===== config.mk =====
export PLATFORM = sky130hd
export DESIGN_NAME = fes_host
export DESIGN_NICKNAME = d
export VERILOG_FILES = /design/src/core/fes_pkg.sv /design/src/core/fes_cyc_if.sv /design/src/core/fes_sync.sv /design/src/core/fes_cycle.sv /design/src/core/fes_host.sv
export SDC_FILE = /design/constraint.sdc
export NUM_CORES = 1
export LEC_CHECK = 0
export BUFFER_PORTS_ARGS = -buffer_cell sky130_fd_sc_hd__buf_4
export CORE_UTILIZATION = 37
export CTS_CLUSTER_DIAMETER = 200
export DETAILED_ROUTE_END_ITERATION = 7
export GPL_ROUTABILITY_DRIVEN = 1
export PLACE_DENSITY_LB_ADDON = 0.25
export SETUP_SLACK_MARGIN = 0.3
export SLEW_MARGIN = 40
export SYNTH_ARGS = -nofsm -noshare
export SYNTH_HDL_FRONTEND = slang
export SYNTH_SLANG_ARGS = --single-unit

===== constraint.sdc =====
create_clock -name sys_clk -period 8.3 [get_ports sys_clk]
set_clock_uncertainty 0.05 [all_clocks]
set_input_delay 2.49 -clock sys_clk [delete_from_list [all_inputs] [get_ports sys_clk]]
set_output_delay 2.49 -clock sys_clk [all_outputs]
set_load 0.01 [all_outputs]

===== src/core/fes_pkg.sv =====
// package for the flash erase/reset host controller
// assumes a 20 MHz sys_clk and an asynchronous parallel flash on the pins
package fes_pkg;
	// ----------------------------------------
	// clock and timing
	// ----------------------------------------
	localparam int CLK_HZ = 20000000;
	localparam int STROBE_NS = 100;
	localparam int STROBE_CYC = (STROBE_NS * (CLK_HZ / 1000000) + 999) / 1000;
	localparam int LOAD_WIN_US = 50;
	localparam int LOAD_WIN_CYC = (LOAD_WIN_US * CLK_HZ) / 1000000;
	localparam int POLL_LIMIT = 1000000;
	localparam int TW = 20;
	// ----------------------------------------
	// flash bus widths and command codes
	// ----------------------------------------
	localparam int AW = 18;
	localparam int DW = 16;
	localparam logic [AW-1:0] UNLOCK_ADDR1 = 18'h00555;
	localparam logic [AW-1:0] UNLOCK_ADDR2 = 18'h002aa;
	localparam logic [7:0] UNLOCK_DATA1 = 8'haa;
	localparam logic [7:0] UNLOCK_DATA2 = 8'h55;
	localparam logic [7:0] CMD_ERASE_SETUP = 8'h80;
	localparam logic [7:0] CMD_CHIP_ERASE = 8'h10;
	localparam logic [7:0] CMD_BLOCK_ERASE = 8'h30;
	localparam logic [7:0] CMD_ID_ENTRY = 8'h90;
	localparam logic [7:0] CMD_RESET = 8'hf0;
	localparam logic [7:0] CMD_SUSPEND = 8'hb0;
	localparam logic [7:0] PROT_YES = 8'h01;
	localparam logic [7:0] PROT_NO = 8'h00;
	// ----------------------------------------
	// status bit positions in read data
	// ----------------------------------------
	localparam int BIT_POLL = 7;
	localparam int BIT_TOG1 = 6;
	localparam int BIT_TIMEOUT = 5;
	localparam int BIT_EWIN = 3;
	localparam int BIT_TOG2 = 2;
	// ----------------------------------------
	// software register map (word index on the address port)
	// ----------------------------------------
	localparam logic [3:0] REG_CTRL = 4'h0;
	localparam logic [3:0] REG_ADDR = 4'h1;
	localparam logic [3:0] REG_STATUS = 4'h2;
	localparam logic [3:0] REG_RDATA = 4'h3;
	localparam int CTRL_GO = 0;
	localparam int CTRL_OP_LSB = 1;
	localparam logic [31:0] STATUS_RESET = 32'h0;
	// ----------------------------------------
	// operations
	// ----------------------------------------
	typedef enum logic [2:0] {
		FES_OP_READ = 3'h0,
		FES_OP_CHIP_ERASE = 3'h1,
		FES_OP_BLOCK_ERASE = 3'h2,
		FES_OP_ADD_BLOCK = 3'h3,
		FES_OP_RESET = 3'h4,
		FES_OP_ID_READ = 3'h5,
		FES_OP_SUSPEND = 3'h6
	} fes_op_e;
endpackage


===== src/core/fes_cyc_if.sv =====
// interface between the sequencer and the bus cycle engine
// assumes one clock domain, sys_clk
`timescale 1ns/10ps
interface fes_cyc_if;
	import fes_pkg::*;
	logic req;
	logic wr;
	logic [AW-1:0] addr;
	logic [DW-1:0] wdata;
	logic done;
	logic [DW-1:0] rdata;
	modport seq (output req, output wr, output addr, output wdata, input done, input rdata);
	modport eng (input req, input wr, input addr, input wdata, output done, output rdata);
endinterface


===== src/core/fes_sync.sv =====
// three-flop synchroniser with agreement filter for a pin input
// assumes the input is asynchronous to sys_clk
`timescale 1ns/10ps
module fes_sync #(parameter int W = 1) (
	// clock and reset
	input wire logic sys_clk,
	input wire logic reset,
	// data
	input wire logic [W-1:0] pin,
	output logic [W-1:0] q
);
	logic [W-1:0] s1;
	logic [W-1:0] s2;
	logic [W-1:0] s3;
	wire logic [W-1:0] agree = ~(s2 ^ s3);
	wire logic [W-1:0] next_q = (agree & s2) | (~agree & q);
	always_ff @(posedge sys_clk or posedge reset) begin
		if (reset) begin
			s1 <= '0;
			s2 <= '0;
			s3 <= '0;
			q <= '0;
		end else begin
			s1 <= pin;
			s2 <= s1;
			s3 <= s2;
			q <= next_q;
		end
	end
endmodule


===== src/core/fes_cycle.sv =====
// one flash bus cycle: write strobe pulse or read with output enable
// assumes flash read data is stable STROBE_CYC cycles after oe_n falls
`timescale 1ns/10ps
module fes_cycle (
	// clock and reset
	input wire logic sys_clk,
	input wire logic reset,
	// sequencer side
	fes_cyc_if.eng cyc,
	// flash pins
	output logic [fes_pkg::AW-1:0] f_addr,
	output logic [fes_pkg::DW-1:0] f_dq_out,
	output logic f_dq_oe,
	input wire logic [fes_pkg::DW-1:0] f_dq_in,
	output logic f_ce_n,
	output logic f_we_n,
	output logic f_oe_n
);
	import fes_pkg::*;
	// ----------------------------------------
	// phases: setup, strobe low, recovery
	// ----------------------------------------
	typedef enum logic [3:0] {
		FES_C_IDLE = 4'b0001,
		FES_C_SET = 4'b0010,
		FES_C_LOW = 4'b0100,
		FES_C_REC = 4'b1000
	} fes_cph_e;
	fes_cph_e st;
	logic [7:0] cnt;
	logic is_wr;
	logic done_r;
	logic [DW-1:0] rd_r;
	wire logic cnt_end = (cnt == 8'(STROBE_CYC - 1));
	assign cyc.done = done_r;
	assign cyc.rdata = rd_r;
	always_ff @(posedge sys_clk or posedge reset) begin
		if (reset) begin
			st <= FES_C_IDLE;
			cnt <= 8'h0;
			is_wr <= 1'b0;
			done_r <= 1'b0;
			rd_r <= '0;
			f_addr <= '0;
			f_dq_out <= '0;
			f_dq_oe <= 1'b0;
			f_ce_n <= 1'b1;
			f_we_n <= 1'b1;
			f_oe_n <= 1'b1;
		end else begin
			done_r <= 1'b0;
			case (st)
				FES_C_IDLE: begin
					if (cyc.req) begin
						// address held through the falling edge, data through the rising edge
						f_addr <= cyc.addr;
						f_dq_out <= cyc.wdata;
						f_dq_oe <= cyc.wr;
						is_wr <= cyc.wr;
						f_ce_n <= 1'b0;
						cnt <= 8'h0;
						st <= FES_C_SET;
					end
				end
				FES_C_SET: begin
					f_we_n <= ~is_wr;
					f_oe_n <= is_wr;
					st <= FES_C_LOW;
				end
				FES_C_LOW: begin
					cnt <= cnt + 8'h1;
					if (cnt_end) begin
						rd_r <= f_dq_in;
						// we_n rises before ce_n, so it is the edge that latches
						f_we_n <= 1'b1;
						f_oe_n <= 1'b1;
						st <= FES_C_REC;
					end
				end
				FES_C_REC: begin
					f_ce_n <= 1'b1;
					f_dq_oe <= 1'b0;
					done_r <= 1'b1;
					st <= FES_C_IDLE;
				end
				default: st <= FES_C_IDLE;
			endcase
		end
	end
endmodule


===== src/core/fes_host.sv =====
// host controller that drives a parallel nor flash for erase, reset and id reads
// assumes a software port on sys_clk; read data stands one cycle after the read strobe
`timescale 1ns/10ps
module fes_host (
	// clock and reset
	input wire logic sys_clk,
	input wire logic reset,
	// software port
	input wire logic [3:0] sw_addr,
	input wire logic [31:0] sw_wdata,
	input wire logic sw_wr,
	input wire logic sw_rd,
	output logic [31:0] sw_rdata,
	// flash pins
	output logic [fes_pkg::AW-1:0] f_addr,
	output logic [fes_pkg::DW-1:0] f_dq_out,
	output logic f_dq_oe,
	input wire logic [fes_pkg::DW-1:0] f_dq_in,
	output logic f_ce_n,
	output logic f_we_n,
	output logic f_oe_n,
	input wire logic ready_busy_n
);
	import fes_pkg::*;
	// ----------------------------------------
	// sequencer states
	// ----------------------------------------
	typedef enum logic [6:0] {
		FES_S_IDLE = 7'b0000001,
		FES_S_WRITE = 7'b0000010,
		FES_S_POLL_A = 7'b0000100,
		FES_S_POLL_B = 7'b0001000,
		FES_S_READ = 7'b0010000,
		FES_S_RST = 7'b0100000,
		FES_S_DONE = 7'b1000000
	} fes_state_e;
	fes_state_e st;
	fes_cyc_if cyc();
	logic rb_sync;
	logic [2:0] op;
	logic [AW-1:0] target;
	logic [2:0] step;
	logic [2:0] last_step;
	logic poll_after;
	logic busy;
	logic done_ok;
	logic timeout_err;
	logic poll_fail;
	logic win_open;
	logic id_active;
	logic [DW-1:0] first_rd;
	logic [DW-1:0] last_rd;
	logic [31:0] poll_cnt;
	logic [11:0] win_cnt;
	logic req_r;
	// one request per bus cycle; the engine only looks at req while idle
	logic in_flight;
	logic wr_r;
	logic [AW-1:0] cyc_addr;
	logic [DW-1:0] cyc_wdata;
	// ----------------------------------------
	// command step table
	// ----------------------------------------
	function automatic logic [AW+7:0] step_word(input logic [2:0] o, input logic [2:0] s,
			input logic [AW-1:0] tgt);
		logic [7:0] last_code;
		last_code = (o == FES_OP_CHIP_ERASE) ? CMD_CHIP_ERASE : CMD_BLOCK_ERASE;
		case (s)
			3'd0: step_word = {UNLOCK_ADDR1, UNLOCK_DATA1};
			3'd1: step_word = {UNLOCK_ADDR2, UNLOCK_DATA2};
			3'd2: step_word = (o == FES_OP_ID_READ) ? {UNLOCK_ADDR1, CMD_ID_ENTRY}
				: {UNLOCK_ADDR1, CMD_ERASE_SETUP};
			3'd3: step_word = {UNLOCK_ADDR1, UNLOCK_DATA1};
			3'd4: step_word = {UNLOCK_ADDR2, UNLOCK_DATA2};
			3'd5: step_word = (o == FES_OP_CHIP_ERASE) ? {UNLOCK_ADDR1, last_code}
				: {tgt, last_code};
			default: step_word = {UNLOCK_ADDR1, CMD_RESET};
		endcase
	endfunction
	// ----------------------------------------
	// software decode
	// ----------------------------------------
	wire logic go = sw_wr && (sw_addr == REG_CTRL) && sw_wdata[CTRL_GO] && !busy;
	wire logic [2:0] go_op = sw_wdata[CTRL_OP_LSB +: 3];
	// any op, reset included, needs busy clear; add-block and suspend also need the load window, all others do not
	wire logic add_ok = (go_op != FES_OP_ADD_BLOCK && go_op != FES_OP_SUSPEND) || win_open;
	wire logic [2:0] go_first = (go_op == FES_OP_ADD_BLOCK) ? 3'd5
		: (go_op == FES_OP_SUSPEND || go_op == FES_OP_RESET) ? 3'd6
		: (go_op == FES_OP_READ) ? 3'd7 : 3'd0;
	wire logic [2:0] go_last = (go_op == FES_OP_ID_READ) ? 3'd2
		: (go_op == FES_OP_RESET || go_op == FES_OP_SUSPEND) ? 3'd6 : 3'd5;
	wire logic [AW+7:0] cur_step = step_word(op, step, target);
	wire logic [7:0] suspend_code = CMD_SUSPEND;
	wire logic [DW-1:0] next_wdata = (op == FES_OP_SUSPEND) ? {8'h0, suspend_code}
		: {8'h0, cur_step[7:0]};
	wire logic [AW-1:0] next_addr = (op == FES_OP_SUSPEND) ? target : cur_step[AW+7:8];
	wire logic is_erase = (op == FES_OP_CHIP_ERASE) || (op == FES_OP_BLOCK_ERASE);
	// toggle steady across two back-to-back reads means finished
	wire logic tog_same = (first_rd[BIT_TOG1] == cyc.rdata[BIT_TOG1]);
	wire logic poll_one = cyc.rdata[BIT_POLL];
	wire logic tmo_seen = cyc.rdata[BIT_TIMEOUT] && !tog_same;
	wire logic [31:0] status_word = {16'h0, last_rd[7:0], 1'b0, ~rb_sync, win_open, id_active,
		poll_fail, timeout_err, done_ok, busy};
	wire logic [31:0] next_sw_rdata = !sw_rd ? 32'h0
		: (sw_addr == REG_STATUS) ? status_word
		: (sw_addr == REG_ADDR) ? {14'h0, target}
		: (sw_addr == REG_RDATA) ? {16'h0, last_rd}
		: 32'h0;
	assign cyc.req = req_r;
	assign cyc.wr = wr_r;
	assign cyc.addr = cyc_addr;
	assign cyc.wdata = cyc_wdata;
	fes_sync #(.W(1)) u_rb_sync (
		.sys_clk(sys_clk),
		.reset(reset),
		.pin(ready_busy_n),
		.q(rb_sync)
	);
	fes_cycle u_cycle (
		.sys_clk(sys_clk),
		.reset(reset),
		.cyc(cyc.eng),
		.f_addr(f_addr),
		.f_dq_out(f_dq_out),
		.f_dq_oe(f_dq_oe),
		.f_dq_in(f_dq_in),
		.f_ce_n(f_ce_n),
		.f_we_n(f_we_n),
		.f_oe_n(f_oe_n)
	);
	// ----------------------------------------
	// software registers
	// ----------------------------------------
	always_ff @(posedge sys_clk or posedge reset) begin
		if (reset) begin
			sw_rdata <= STATUS_RESET;
			target <= '0;
		end else begin
			sw_rdata <= next_sw_rdata;
			if (sw_wr && sw_addr == REG_ADDR) begin
				target <= sw_wdata[AW-1:0];
			end
		end
	end
	// ----------------------------------------
	// load window timer
	// ----------------------------------------
	always_ff @(posedge sys_clk or posedge reset) begin
		if (reset) begin
			win_cnt <= 12'h0;
			win_open <= 1'b0;
		end else if (st == FES_S_WRITE && cyc.done && step == 3'd5 && op != FES_OP_CHIP_ERASE) begin
			// margin of four strobes keeps the next falling edge inside the window
			win_cnt <= 12'(LOAD_WIN_CYC - 4 * STROBE_CYC);
			win_open <= 1'b1;
		end else if (go && go_op != FES_OP_ADD_BLOCK) begin
			win_open <= 1'b0;
		end else if (win_cnt != 12'h0) begin
			win_cnt <= win_cnt - 12'h1;
		end else begin
			win_open <= 1'b0;
		end
	end
	// ----------------------------------------
	// sequencer
	// ----------------------------------------
	always_ff @(posedge sys_clk or posedge reset) begin
		if (reset) begin
			st <= FES_S_IDLE;
			op <= 3'h0;
			step <= 3'h0;
			last_step <= 3'h0;
			poll_after <= 1'b0;
			busy <= 1'b0;
			done_ok <= 1'b0;
			timeout_err <= 1'b0;
			poll_fail <= 1'b0;
			id_active <= 1'b0;
			first_rd <= '0;
			last_rd <= '0;
			poll_cnt <= 32'h0;
			req_r <= 1'b0;
			in_flight <= 1'b0;
			wr_r <= 1'b0;
			cyc_addr <= '0;
			cyc_wdata <= '0;
		end else begin
			req_r <= 1'b0;
			case (st)
				FES_S_IDLE: begin
					if (go && add_ok) begin
						op <= go_op;
						step <= go_first;
						last_step <= go_last;
						busy <= 1'b1;
						done_ok <= 1'b0;
						poll_fail <= 1'b0;
						// resets clear the timeout state and leave id mode
						if (go_op == FES_OP_RESET) begin
							timeout_err <= 1'b0;
						end
						st <= (go_op == FES_OP_READ) ? FES_S_READ : FES_S_WRITE;
						poll_after <= (go_op == FES_OP_ADD_BLOCK) || (go_op == FES_OP_CHIP_ERASE);
					end
				end
				FES_S_WRITE: begin
					if (!in_flight && !cyc.done) begin
						req_r <= 1'b1;
						in_flight <= 1'b1;
						wr_r <= 1'b1;
						cyc_addr <= next_addr;
						cyc_wdata <= next_wdata;
					end
					if (cyc.done) begin
						in_flight <= 1'b0;
						if (step == last_step) begin
							id_active <= (op == FES_OP_ID_READ);
							// block erase waits for more loads; polling follows later
							st <= poll_after ? FES_S_POLL_A : FES_S_DONE;
							poll_cnt <= 32'h0;
						end else begin
							step <= step + 3'd1;
						end
					end
				end
				FES_S_READ, FES_S_POLL_A, FES_S_POLL_B: begin
					if (!in_flight && !cyc.done) begin
						req_r <= 1'b1;
						in_flight <= 1'b1;
						wr_r <= 1'b0;
						// id reads use addr bits one and zero; polls use the erase target
						cyc_addr <= target;
					end
					if (cyc.done) begin
						in_flight <= 1'b0;
						last_rd <= cyc.rdata;
						if (st == FES_S_READ) begin
							st <= FES_S_DONE;
						end else if (st == FES_S_POLL_A) begin
							first_rd <= cyc.rdata;
							st <= FES_S_POLL_B;
						end else if (tog_same || poll_one) begin
							st <= FES_S_DONE;
						end else if (tmo_seen) begin
							// the flash accepts nothing but reset now; software must send one
							timeout_err <= 1'b1;
							poll_fail <= 1'b1;
							st <= FES_S_DONE;
						end else if (poll_cnt == 32'(POLL_LIMIT)) begin
							poll_fail <= 1'b1;
							st <= FES_S_DONE;
						end else begin
							poll_cnt <= poll_cnt + 32'h1;
							st <= FES_S_POLL_A;
						end
					end
				end
				FES_S_DONE: begin
					busy <= 1'b0;
					done_ok <= !poll_fail;
					if (op == FES_OP_RESET) begin
						id_active <= 1'b0;
					end
					st <= FES_S_IDLE;
				end
				default: st <= FES_S_IDLE;
			endcase
		end
	end
endmodule


==> flow_summary.toml <==
[place]
gp_congestion = 0.834
port_buffers = 90
hpwlAfterDp_um = 16200
dp_slack_ns = 3.75
placed_area_um2 = 10800

[route]
drt_iter0_markers = 541
ant_nets = 0
drc = 24
wl_per_cell_um = 16.4
drt_first_pass_iters = 7
via_per_inst = 5.25
totalWireLength_um = 23600
via_count = 7566

[clock_network]
clk_pin_slew_worst_paths_ns = 0.06
hold_buffers = 0
clock_sinks = 208
cts-buffers-inserted = 24
clock_path_buffers = 3
cts_tree = "done"
cts_setup_buffers = 0
post_cts_resized = 0
cts_root_buffer = "clkbuf_16"
clk_latency_ns = 0.52
htree_levels = 1

[timing]
hold_violations = 0
finalSetupViolCount = 0
rsz0062_at_grt = "no"
tns_ns = 0
layout_min_cycle_time_ns = 4.01
fin_hold_ws_ns = 0.283
post-route-period-util_pct = 48.3
fmax_mhz = 249
tightest_slew_ns = 0.804
final_max_slew_viol_count = 0
slew_headroom_pct = 46.1
setup_slack_ns = 4.29

[cells_and_area]
layout.nets = 1159
antenna_cells = 0
fin_util_pct = 44.2
final_cell_area_um2 = 11500
mostFrequentLayoutCell = "nand2_1"
layout_common_cells = "nand2_1, dfrtp_1, buf_4, nor2_1, o21ai_0"
synthToLayoutAreaGrowth_pct = 16.7
drive_gt1_share_pct = 18.2

[die]
die_h_um = 166
ios = 127
die_w_um = 166
die_area_um2 = 27400
rows = 59
initial_core_util_pct = 37.9
core_um2 = 26100

[outcome]
violations = "DRC"
status = "finished with violations"

[grt]
antenna_found_initial = 0
grtUsageTotal_pct = 17.4
grt_pass1_vias = 7305
overflow = 0
grt_max_degree = 77
grt_pass1_wl_um = 38000

[yosys]
yosysWarnings = 0
synthFlopType = "dfrtp_1"
syn-cell-area_um2 = 9900
synthArstFlopShare_pct = 100
synth_edf_count = 0
syn_avg_cell_area_um2 = 9.69
synth.distinct_cells = 70
ys_seq_area_share_pct = 52.7
synth-seq-cells = 208
syn-instance-count = 1021

[worst_setup_path]
critPathLaunchType = "input port"
crit_family = "simple AND/OR/NAND/NOR gates"
required_ns = 8.64
cp.buffers_inverters = 1
slowest_delay_ns = 0.64
path_cells = "buf_4 -> nor4bb_1 -> o311ai_1 -> nor2_1 -> mux2_2"
crit_slowest_cell = "nor2_1"
r2r_slack_ns = 5.37
crit_arrival_ns = 4.36
cp_max_fo = 20
path_class = "in -> reg"
cp-end-kind = "register"

[pwr]
power.density_nw_per_um2 = 254
ir_drop_uv = 130
power_leakage_nw = 5.47

[min_path]
hold_class = "reg -> reg"

[run]
max_cap_viol_count = 0
## layout make-up
class / count / area [um2]
Multi-Input combinational cell: 735 / 4300
Clock buffer: 33 / 684
Timing Repair Buffer: 99 / 763
Tap cell: 335 / 419
Inverter: 24 / 93.8
Sequential cell: 208 / 5210
Fill cell: 2559 / 14600
Clock inverter: 8 / 78.8
## logic make-up after synthesis
family / Yosys count / synth area share (%)
AO/OA/AOI/OAI: 196 / 12.7
other: 1 / 0.0379
multiplexers: 44 / 4.93
XOR/XNOR: 17 / 1.58
flip-flops: 208 / 52.7
buffers and inverters: 99 / 4.98
adder cells (fa/ha/maj): 11 / 1.37
AND/OR/NAND/NOR: 445 / 21.7
## per-layer routing
layer  up-vias  global-route usage [%]  wire length [um]
met1      3705                    24.1             11100
li1       3688                       -                 -
met2       146                    28.5             11100
met3        27                    2.57               955
met4         0                    3.88               386
met5         -                       0                 0
## final timing paths
kind                              startpoint             end  cells past startpoint
worst max-delay path              sw_addr[1]           op[0]                      5
worst min-delay path            u_rb_sync.s1    u_rb_sync.s2                      0
worst max register to register         st[4]     poll_cnt[6]                      6
worst min register to register  u_rb_sync.s1    u_rb_sync.s2                      0
max in group asynchronous              reset     win_cnt[11]                      4
min in group asynchronous              reset  u_cycle.cnt[0]                      2
## cell usage after synthesis (6+ instances only)
library cell	n	area, um2
nor4b_1	8	70.1
mux2i_1	6	60.1
ha_1	10	125
buf_2	10	50.1
a21oi_1	45	225
a21o_1	18	135
nor2b_1	6	37.5
o31ai_1	18	135
or4_1	18	135
nand2_1	215	807
xor2_1	13	114
nor3_1	13	65.1
a22oi_1	18	135
mux2_2	38	428
nor2_1	66	248
or3_1	13	81.3
buf_4	25	188
o21ai_0	55	275
dfrtp_1	203	5080
clkbuf_1	35	131
and3_1	16	100
nand3_1	26	130
o21a_1	6	45.0
inv_1	23	86.3
nor4_1	9	56.3
nand4_1	21	131
## worst register-to-register path: stages, from the launching register on
cell and delay [ns]:
dfrtp_1 0.50, nor2_1 0.16, nand3_1 0.55, o211a_1 0.40, nand2_2 0.40, or4_1 0.61, a21oi_1 0.16
## per-stage QoR
stage / total power, mW / cells
after floorplan: 1.74 / 1042
after global placement: 1.91 / 1400
after detailed placement: 1.93 / 1401
after CTS: 2.96 / 1442
after global routing: 3.10 / 1442
final: 2.93 / 1442
## flip-flops by register name, summed over array words and instances, names as in the netlist, 3 cells and up, named ones only
name / count
st: 6
op: 3
poll_cnt: 32
last_rd: 16
sw_rdata: 18
target: 18
u_cycle.cnt: 8
u_cycle.st: 4
u_cycle.cyc.rdata: 16
win_cnt: 12
u_cycle.f_addr: 18
last_step: 3
cyc.wdata: 6
cyc.addr: 18
step: 3
u_cycle.f_dq_out: 6
## where the power goes
group          total (mW)  switching, mW  internal, mW
combinational       0.595          0.344         0.251
sequential           1.31          0.131          1.18
clock                1.02          0.419         0.605
total                2.93          0.894          2.04
No activity file was read; power rests on OpenSTA's default activity.
